`config.mk`:
```
export PLATFORM = sky130hd
export DESIGN_NAME = adcdc_top
export DESIGN_NICKNAME = d
export VERILOG_FILES = /design/src/adcdc_pkg.sv /design/src/adcdc_top.sv
export SDC_FILE = /design/constraint.sdc
export NUM_CORES = 1
export LEC_CHECK = 0
export ABC_AREA = 1
export ABC_CLOCK_PERIOD_IN_PS = 4000
export BUFFER_PORTS_ARGS = -buffer_cell sky130_fd_sc_hd__buf_2
export CORE_AREA = 2 2 136 85
export CTS_BUF_LIST = sky130_fd_sc_hd__clkbuf_8
export CTS_CLUSTER_DIAMETER = 80
export DETAILED_ROUTE_END_ITERATION = 6
export DIE_AREA = 0 0 138 87
export SYNTH_ARGS = -nofsm -noshare
export SYNTH_HDL_FRONTEND = slang
export SYNTH_SLANG_ARGS = --single-unit
export TNS_END_PERCENT = 5
```
`constraint.sdc`:
```
create_clock -name core_clk -period 4 [get_ports core_clk]
set_input_delay 0 -clock core_clk [delete_from_list [all_inputs] [get_ports core_clk]]
set_output_delay 0 -clock core_clk [all_outputs]
set_load 0.01 [all_outputs]
```
`src/adcdc_pkg.sv`:
```
// Summary of operation
// RULE_01: converter clock is system clock divided 2,2,4,8,16,32,64,128 by select code
// RULE_02: each finished conversion result is placed into the two result bytes
// RULE_03: reading the low byte blocks result updates until the high byte is read
// RULE_04: software reads low byte first, or only high byte for 8-bit left-adjusted
// RULE_05: right adjust puts bits 9:8 high, 7:0 low; left adjust 9:2 high, 1:0 low
// RULE_06: left-adjust changes result presentation at once, even mid-conversion
// RULE_07: polarity bit 7 of second control defaults unipolar, one selects bipolar
// RULE_08: unipolar gives 10-bit result, saturated when negative input is larger
// RULE_09: bipolar gives two's complement result, 9 magnitude bits plus sign
// RULE_10: software always writes zero to reserved bit 5 of second control
// RULE_11: bit 3 of second control is plain storage reading back last write
// RULE_12: trigger source select is ignored while auto-trigger is disabled
// RULE_13: with auto-trigger on, rising edge of selected flag starts conversion
// RULE_14: reselecting from a clear flag to a set flag gives a rising trigger edge
// RULE_15: selecting free-running code zero never makes a trigger event itself
// RULE_16: trigger codes: free, comparator, ext int 0, t0 A, t0 ovf, t1 B, t1 ovf, cap
// RULE_17: each set input-disable bit turns off the pin buffer, pin reads zero
// RULE_18: conversion takes 13 converter clocks, the first after enable takes 25
// RULE_19: complete flag sets at finish, clears on vector acknowledge or writing one
// RULE_20: writing one to auto-trigger enable allows starts from trigger edges
// RULE_21: prescaler is held reset while the converter is disabled
// RULE_22: result and input-disable registers clear to zero on reset
package adcdc_pkg;

  // --------------------------------------------------------------
  // register map
  // --------------------------------------------------------------
  localparam logic [5:0] OFS_PIN_DIS = 6'h01;
  localparam logic [5:0] OFS_CTRL2   = 6'h03;
  localparam logic [5:0] OFS_RES_LO  = 6'h04;
  localparam logic [5:0] OFS_RES_HI  = 6'h05;
  localparam logic [5:0] OFS_CTRL1   = 6'h06;

  // --------------------------------------------------------------
  // register layouts and reset values
  // --------------------------------------------------------------
  typedef struct packed {
    logic       converter_enable;
    logic       conversion_start;
    logic       auto_trigger_enable;
    logic       conversion_complete_flag;
    logic       int_enable;
    logic [2:0] clock_divider_select;
  } adcdc_ctrl1_s;

  typedef struct packed {
    logic       bipolar_select;
    logic       comparator_mux_enable;
    logic       reserved_zero;
    logic       left_adjust_result;
    logic       spare_bit;
    logic [2:0] trigger_source_select;
  } adcdc_ctrl2_s;

  localparam adcdc_ctrl1_s CTRL1_RST   = 8'h00;
  localparam adcdc_ctrl2_s CTRL2_RST   = 8'h00;
  localparam logic [7:0]   PIN_DIS_RST = 8'h00;
  localparam logic [9:0]   RES_RST     = 10'h000;
  localparam logic [9:0]   RES_SAT     = 10'h3ff;
  localparam logic [7:0]   RD_UNMAPPED = 8'h00;
  localparam logic [5:0]   LO_PAD      = 6'h00;

  // --------------------------------------------------------------
  // timing and trigger codes
  // --------------------------------------------------------------
  localparam logic [4:0] CYC_FIRST  = 5'h19;
  localparam logic [4:0] CYC_NORMAL = 5'h0d;
  localparam logic [2:0] DIV_SEL_8  = 3'h3;

  typedef enum logic [2:0] {
    TRIG_FREE    = 3'h0,
    TRIG_CMP     = 3'h1,
    TRIG_EXT0    = 3'h2,
    TRIG_T0_CMPA = 3'h3,
    TRIG_T0_OVF  = 3'h4,
    TRIG_T1_CMPB = 3'h5,
    TRIG_T1_OVF  = 3'h6,
    TRIG_T1_CAP  = 3'h7
  } adcdc_trig_e;

  typedef enum logic [1:0] {
    ST_IDLE = 2'h0,
    ST_RUN  = 2'h1,
    ST_DONE = 2'h3
  } adcdc_state_e;

  // low bits of the prescaler that must be all ones for a tick
  function automatic logic [6:0] div_mask(input logic [2:0] sel);
    logic [6:0] m;
    m = 7'h01;
    case (sel)
      3'h2:    m = 7'h03;
      3'h3:    m = 7'h07;
      3'h4:    m = 7'h0f;
      3'h5:    m = 7'h1f;
      3'h6:    m = 7'h3f;
      3'h7:    m = 7'h7f;
      default: m = 7'h01;
    endcase
    return m;
  endfunction

endpackage

```
`src/adcdc_top.sv`:
```
// The strobed register port was decided locally.
`timescale 1ns/1ps
module adcdc_top (
  input  wire logic       core_clk,
  input  wire logic       reset_n,
  input  wire logic [5:0] reg_addr,
  input  wire logic [7:0] reg_wdata,
  input  wire logic       reg_wr,
  input  wire logic       reg_rd,
  output logic      [7:0] reg_rdata_q,
  input  wire logic [9:0] core_mag,
  input  wire logic       core_neg,
  output logic            conv_clk_q,
  output logic            sample_hold_q,
  input  wire logic [7:1] trig_flags,
  input  wire logic       vect_ack,
  input  wire logic [7:0] pin_raw,
  output logic      [7:0] pin_in_q,
  output logic      [7:0] pin_buf_off_q
);

  // --------------------------------------------------------------
  // state
  // --------------------------------------------------------------
  adcdc_pkg::adcdc_ctrl1_s ctrl1_q;
  adcdc_pkg::adcdc_ctrl2_s ctrl2_q;
  adcdc_pkg::adcdc_state_e state_q;
  adcdc_pkg::adcdc_state_e state_d;
  logic [9:0]              res_q;
  logic                    lock_q;
  logic                    flag_q;
  logic                    first_q;
  logic                    long_q;
  logic [4:0]              cnt_q;
  logic [6:0]              presc_q;
  logic                    trig_prev_q;
  logic [7:0]              pin_s1_q;
  logic [7:0]              pin_s2_q;
  logic [10:0]             core_s1_q;
  logic [10:0]             core_s2_q;

  // --------------------------------------------------------------
  // bus decode
  // --------------------------------------------------------------
  adcdc_pkg::adcdc_ctrl1_s wr_c1;
  wire logic wr_ctrl1 = reg_wr && (reg_addr == adcdc_pkg::OFS_CTRL1);
  wire logic wr_ctrl2 = reg_wr && (reg_addr == adcdc_pkg::OFS_CTRL2);
  wire logic wr_pdis  = reg_wr && (reg_addr == adcdc_pkg::OFS_PIN_DIS);
  wire logic rd_lo    = reg_rd && (reg_addr == adcdc_pkg::OFS_RES_LO);
  wire logic rd_hi    = reg_rd && (reg_addr == adcdc_pkg::OFS_RES_HI);
  assign wr_c1 = reg_wdata;

  // enable as it stands after this cycle's write
  wire logic en_d = wr_ctrl1 ? wr_c1.converter_enable
                             : ctrl1_q.converter_enable;
  wire logic en   = ctrl1_q.converter_enable;
  wire logic ate  = ctrl1_q.auto_trigger_enable;

  // --------------------------------------------------------------
  // prescaler
  // --------------------------------------------------------------
  wire logic [6:0] mask = adcdc_pkg::div_mask(ctrl1_q.clock_divider_select);
  wire logic conv_tick  = en && ((presc_q & mask) == mask); // [RULE_01]

  // counter held at zero while disabled
  always_ff @(posedge core_clk)
  begin
    if (!reset_n || !en)
      presc_q <= 7'h00;                                     // [RULE_21]
    else
      presc_q <= presc_q + 7'h01;
  end

  // --------------------------------------------------------------
  // trigger selection and edge
  // --------------------------------------------------------------
  wire logic [2:0] tsel = ctrl2_q.trigger_source_select;
  // code zero feeds a constant low, so selecting it never makes an edge
  wire logic trig_sig = (tsel == adcdc_pkg::TRIG_FREE) ? 1'b0
                                                       : trig_flags[tsel]; // [RULE_16]
  wire logic trig_edge  = trig_sig && !trig_prev_q;  // [RULE_14] [RULE_15]
  wire logic auto_start = ate && trig_edge;          // [RULE_12] [RULE_13] [RULE_20]
  wire logic done       = (state_q == adcdc_pkg::ST_DONE);
  wire logic free_again = ate && done && (tsel == adcdc_pkg::TRIG_FREE);
  wire logic sw_start   = wr_ctrl1 && wr_c1.conversion_start;
  wire logic start_req  = en_d && (sw_start || auto_start || free_again);
  wire logic [4:0] len  = long_q ? adcdc_pkg::CYC_FIRST
                                 : adcdc_pkg::CYC_NORMAL;

  // edge detector history
  always_ff @(posedge core_clk)
  begin
    if (!reset_n)
      trig_prev_q <= 1'b0;
    else
      trig_prev_q <= trig_sig;
  end

  // --------------------------------------------------------------
  // conversion sequencer
  // --------------------------------------------------------------
  always_comb
  begin
    state_d = state_q;
    case (state_q)
      adcdc_pkg::ST_IDLE:
        if (start_req)
          state_d = adcdc_pkg::ST_RUN;
      adcdc_pkg::ST_RUN:
        if (conv_tick && (cnt_q == len - 5'h01))
          state_d = adcdc_pkg::ST_DONE;
      adcdc_pkg::ST_DONE:
        state_d = start_req ? adcdc_pkg::ST_RUN : adcdc_pkg::ST_IDLE;
      default:
        state_d = adcdc_pkg::ST_IDLE;
    endcase
    if (!en_d)
      state_d = adcdc_pkg::ST_IDLE;
  end

  // state, cycle count and first-conversion marker
  always_ff @(posedge core_clk)
  begin
    if (!reset_n)
    begin
      state_q <= adcdc_pkg::ST_IDLE;
      cnt_q   <= 5'h00;
      first_q <= 1'b1;
      long_q  <= 1'b0;
    end
    else
    begin
      state_q <= state_d;
      if (!en)
        first_q <= 1'b1;
      if (state_d == adcdc_pkg::ST_RUN && state_q != adcdc_pkg::ST_RUN)
      begin
        cnt_q   <= 5'h00;
        long_q  <= first_q;                                 // [RULE_18]
        first_q <= 1'b0;
      end
      else if (conv_tick)
        cnt_q <= cnt_q + 5'h01;
    end
  end

  // --------------------------------------------------------------
  // result formatting and capture
  // --------------------------------------------------------------
  wire logic [9:0] bip_mag = {1'b0, core_s2_q[9:1]};
  wire logic [9:0] res_bip = core_s2_q[10] ? (10'h000 - bip_mag)
                                           : bip_mag;       // [RULE_09]
  wire logic [9:0] res_uni = core_s2_q[10] ? adcdc_pkg::RES_SAT
                                           : core_s2_q[9:0]; // [RULE_08]
  wire logic [9:0] res_new = ctrl2_q.bipolar_select ? res_bip : res_uni;

  // analog result passes two flops before use
  always_ff @(posedge core_clk)
  begin
    if (!reset_n)
    begin
      core_s1_q <= 11'h000;
      core_s2_q <= 11'h000;
    end
    else
    begin
      core_s1_q <= {core_neg, core_mag};
      core_s2_q <= core_s1_q;
    end
  end

  // result store, read lock and complete flag
  always_ff @(posedge core_clk)
  begin
    if (!reset_n)
    begin
      res_q  <= adcdc_pkg::RES_RST;                         // [RULE_22]
      lock_q <= 1'b0;
      flag_q <= 1'b0;
    end
    else
    begin
      if (done && !lock_q)
        res_q <= res_new;                                   // [RULE_02] [RULE_03]
      if (rd_lo)
        lock_q <= 1'b1;                                     // [RULE_03]
      else if (rd_hi)
        lock_q <= 1'b0;
      // set wins over a clear in the same cycle
      if (done)
        flag_q <= 1'b1;                                     // [RULE_19]
      else if (vect_ack ||
               (wr_ctrl1 && wr_c1.conversion_complete_flag))
        flag_q <= 1'b0;                                     // [RULE_19]
    end
  end

  // --------------------------------------------------------------
  // control registers and pin buffers
  // --------------------------------------------------------------
  always_ff @(posedge core_clk)
  begin
    if (!reset_n)
    begin
      ctrl1_q       <= adcdc_pkg::CTRL1_RST;
      ctrl2_q       <= adcdc_pkg::CTRL2_RST;                // [RULE_07]
      pin_buf_off_q <= adcdc_pkg::PIN_DIS_RST;              // [RULE_22]
    end
    else
    begin
      if (wr_ctrl1)
      begin
        ctrl1_q                          <= wr_c1;
        ctrl1_q.conversion_start         <= 1'b0;
        ctrl1_q.conversion_complete_flag <= 1'b0;
      end
      if (wr_ctrl2)
      begin
        ctrl2_q               <= reg_wdata;                 // [RULE_11]
        ctrl2_q.reserved_zero <= 1'b0;
      end
      if (wr_pdis)
        pin_buf_off_q <= reg_wdata;
    end
  end

  // pin inputs: two-flop sync, then masked by the disable bits
  always_ff @(posedge core_clk)
  begin
    if (!reset_n)
    begin
      pin_s1_q <= 8'h00;
      pin_s2_q <= 8'h00;
      pin_in_q <= 8'h00;
    end
    else
    begin
      pin_s1_q <= pin_raw;
      pin_s2_q <= pin_s1_q;
      pin_in_q <= pin_s2_q & ~pin_buf_off_q;                // [RULE_17]
    end
  end

  // --------------------------------------------------------------
  // read path
  // --------------------------------------------------------------
  wire logic       ladj  = ctrl2_q.left_adjust_result;
  wire logic [7:0] rd_lo_v = ladj ? {res_q[1:0], adcdc_pkg::LO_PAD}
                                  : res_q[7:0];             // [RULE_05] [RULE_06]
  wire logic [7:0] rd_hi_v = ladj ? res_q[9:2]
                                  : {adcdc_pkg::LO_PAD, res_q[9:8]}; // [RULE_05]
  wire logic       busy  = (state_q == adcdc_pkg::ST_RUN);
  wire logic [7:0] rd_c1 = {en, busy, ate, flag_q, ctrl1_q.int_enable,
                            ctrl1_q.clock_divider_select};
  wire logic [7:0] rd_mux =
    (reg_addr == adcdc_pkg::OFS_RES_LO)  ? rd_lo_v :
    (reg_addr == adcdc_pkg::OFS_RES_HI)  ? rd_hi_v :
    (reg_addr == adcdc_pkg::OFS_CTRL1)   ? rd_c1 :
    (reg_addr == adcdc_pkg::OFS_CTRL2)   ? ctrl2_q :
    (reg_addr == adcdc_pkg::OFS_PIN_DIS) ? pin_buf_off_q :
                                           adcdc_pkg::RD_UNMAPPED;

  // read data, converter clock and hold outputs
  always_ff @(posedge core_clk)
  begin
    if (!reset_n)
    begin
      reg_rdata_q   <= adcdc_pkg::RD_UNMAPPED;
      conv_clk_q    <= 1'b0;
      sample_hold_q <= 1'b0;
    end
    else
    begin
      reg_rdata_q   <= reg_rd ? rd_mux : adcdc_pkg::RD_UNMAPPED;
      conv_clk_q    <= conv_tick;
      sample_hold_q <= (state_d == adcdc_pkg::ST_RUN);
    end
  end

  logic [4:0] chk_ticks_q;
  // converter clocks seen in the current conversion
  always_ff @(posedge core_clk)
  begin
    if (!reset_n || state_q != adcdc_pkg::ST_RUN)
      chk_ticks_q <= 5'h00;
    else if (conv_tick)
      chk_ticks_q <= chk_ticks_q + 5'h01;
  end
endmodule

```
==> flow_summary.yaml <==
power:
  vdd_drop_max_mv: 0.2042
  pwr-share-clk_pct: 38.0
  totalPowerFinal_mw: 1.955
  combPwrFrac_pct: 6.3
  power_density_nw_per_um2: 373.7
  power.internal_mw: 1.492
  p_seq_share_pct: 55.6
  power.switching_mw: 0.4633
  leakagePower_nw: 2.488
  switching_share_pct: 23.70
final_layout:
  fin_area_um2: 5231
  nFillCells: 1089
  antenna_cells: 0
  drive_gt1_share_pct: 15.81
  layout.nets: 708
  mostFrequentLayoutCell: "nand2_1"
  layout_common_cells: "127 x nand2_1, 106 x dfxtp_1, 93 x inv_1"
  area_growth_pct: 23.26
sta:
  relSlewSlack_pct: 42.02
  finalMaxSlewViolations: 0
  setup-tns-final_ns: 0
  worstMarginPinSlew_ns: 0.8665
  whs_ns: 0.02128
  fin_crit_sh_pct: 46.20
  setup_ws_ns: 2.152
  layout_min_cycle_time_ns: 1.848
  rsz0062_at_grt: "false"
  hold_violations: 0
  setup_viol: 0
  fmax_ghz: 0.5411
  finalClockSkew_ns: 0.01613
min_path:
  hold_class: "input pin to register"
setup_path:
  ff2ff_setup_slack_ns: 2.15
  path_delay_family: "simple AND/OR/NAND/NOR gates"
  crit_arrival_ns: 2.12
  path_buf_inv: 1
  cp.required_ns: 4.27
  cp-start-kind: "register"
  critical_path.max_fanout: 15
  end_kind: "register"
  critical_path_class: "register to register"
  critPathSlowestCell: "nor2_1"
  path_cells: "nand2_1, nor2_1, inv_1, a221oi_1"
  slowest_delay_ns: 0.66
clock_network:
  clk_latency_ns: 0.38
  cts.sinks: 106
  clkTransAtPathRegs_ns: 0.11
  cts_tree: "done"
  cts-root-buf: "clkbuf_8"
  post_cts_buffers: 0
  cts.path.max_buffers: 2
  htree_levels: 3
  numCtsBuffers: 9
drt:
  vias: 3824
  wl_per_cell_um: 13.68
  viasPerCell: 4.733
  drt-initial-drc-count: 268
  dr.pass1.iters: 5
  drc_errors: 0
  ant_nets: 0
  wl_mm: 11.06
run_status:
  status: "completed"
synth:
  yosysTopAreaCell: "dfxtp_1"
  synth-simple-area-share_pct: 22.97
  synthArstFlopShare_pct: 0
  yosys_warnings: 0
  synthMuxAreaShare_pct: 0.2358
  synth-seq-area-share_pct: 50.00
  syn_inst: 563
  synth-seq-cells: 106
  synth.avg_cell_area_um2: 7.538
  syn_nets: 612
  synth_top_family_by_area: "simple AND/OR/NAND/NOR gates"
  synth_edf_count: 0
  netlist_area_um2: 4244
  ys.flop_type: "dfxtp_1"
  synth_compound_area_share_pct: 14.89
  synth_xor_area_share_pct: 0.6191
  synthAdderAreaFrac_pct: 1.179
  synth_top_area_share_pct: 50.00
  synth_area_leaders: "dfxtp_1 50%, nand2_1 11%, inv_1 8.1%, o21ai_0 5.3%, a21oi_1 4.7%"
  synth.distinct_cells: 40
placed_design:
  io_buffers: 70
  globalplace.congestion: 0.9147
  placed_area_um2: 4717
  place_ws_ns: 2.220
  post-dp-hpwl_mm: 8.082
floorplanning:
  start_util_pct: 38.99
  die-area_um2: 12010
  ios: 71
  die_h_um: 87
  die_w_um: 138
  placeableCoreArea_um2: 10890
  rows: 30
grt:
  track_usage_pct: 18.91
  grt_pass1_wl_mm: 17.89
  antenna_found_initial: 0
  overflow: 0
  grt_pass1_vias: 3591
  grt_max_degree: 44
job:
  maxCapViolCount: 0
## area by class of cell
type / instances / area [um2] / area share, %
flip-flops and latches: 106 / 2122 / 40.56
inverters: 97 / 364.1 / 6.960
clock buffers: 9 / 123.9 / 2.368
multi-input cells: 345 / 1693 / 32.36
repair buffers: 100 / 648.1 / 12.39
clock inverters: 7 / 100.1 / 1.913
well taps: 144 / 180.2 / 3.444
## metal layers
layer	vias up	global-route usage, %	part of all wire (%)
met5	-	0	0
met4	0	4.360	0.90
met3	11	5.443	7.4
met2	139	26.60	39
met1	1689	28.39	53
li1	1985	-	-
## synth_stat cells (2+ instances only)
cell and instances:
a21oi_1 40, o2111ai_1 2, a22oi_1 2, xor2_1 2
dfxtp_1 106, inv_2 4, ha_1 4, inv_1 92
nand3_2 2, nor2_4 3, a41oi_1 4, nand3_1 22
o21ai_0 45, nor2_2 4, nor3_1 7, a221oi_1 2
clkbuf_1 12, nand2_1 127, nand4_1 6, o211ai_1 2
o221ai_1 2, a31oi_1 6, nand2_2 3, nor2_1 47
buf_4 2
## cell families after synthesis
logic type                 after synthesis
DFF                                    106
xor gates and xnor gates                 3
adders and majority gates                4
AOI/OAI and AO/OA                      112
muxes                                    1
buffers and inverters                  112
and+or+nand+nor                        225
## stage by stage
step	util [%]	std cells
final	48.06	808
after CTS	48.06	808
after detailed placement	43.33	763
after global routing	48.06	808
after floorplan	-	563
after global placement	43.33	763
## worst reg2reg max path, delay by kind of cell (launching register included)
kind / cells / cell delay, ns
AO/OA/AOI/OAI: 1 / 0.35
buffers and inverters: 1 / 0.27
flip-flops: 1 / 0.38
AND/OR/NAND/NOR: 2 / 0.75
## power by group through the flow
stage | Combinational (mW) | Sequential, mW | Clock [mW]
5_1_grt | 0.140 | 1.09 | 0.801
6_report | 0.124 | 1.09 | 0.743
3_3_place_gp | 0.0996 | 1.11 | 0
2_1_floorplan | 0.0582 | 1.11 | 0
3_5_place_dp | 0.102 | 1.11 | 0
4_1_cts | 0.124 | 1.09 | 0.756
## state kept, by name, indices dropped and copies added, names as in the netlist, 3 cells and up
name           count
pin_s1_q           8
res_q             10
ctrl2_q            3
ctrl1_q            4
core_s2_q         11
pin_s2_q           8
reg_rdata_q        8
pin_in_q           8
cnt_q              5
presc_q            7
tsel               3
core_s1_q         11
pin_buf_off_q      8
## what timing repair did
item	4_1_cts	5_1_grt
endpoints found under the setup margin	0	0
gates resized for setup	0	0
hold endpoints to repair	41	0
hold buffers	29	0
## path summary, 6_finish.rpt
check / end / start / cells past startpoint
worst min register to register: pin_in_q[2] / pin_s2_q[2] / 2
worst min-delay path: ctrl1_q[3] / reg_wr / 3
worst max-delay path: res_q[4] / state_q[0] / 4
worst max register to register: res_q[4] / state_q[0] / 4
(Power assumes the default switching activity.)
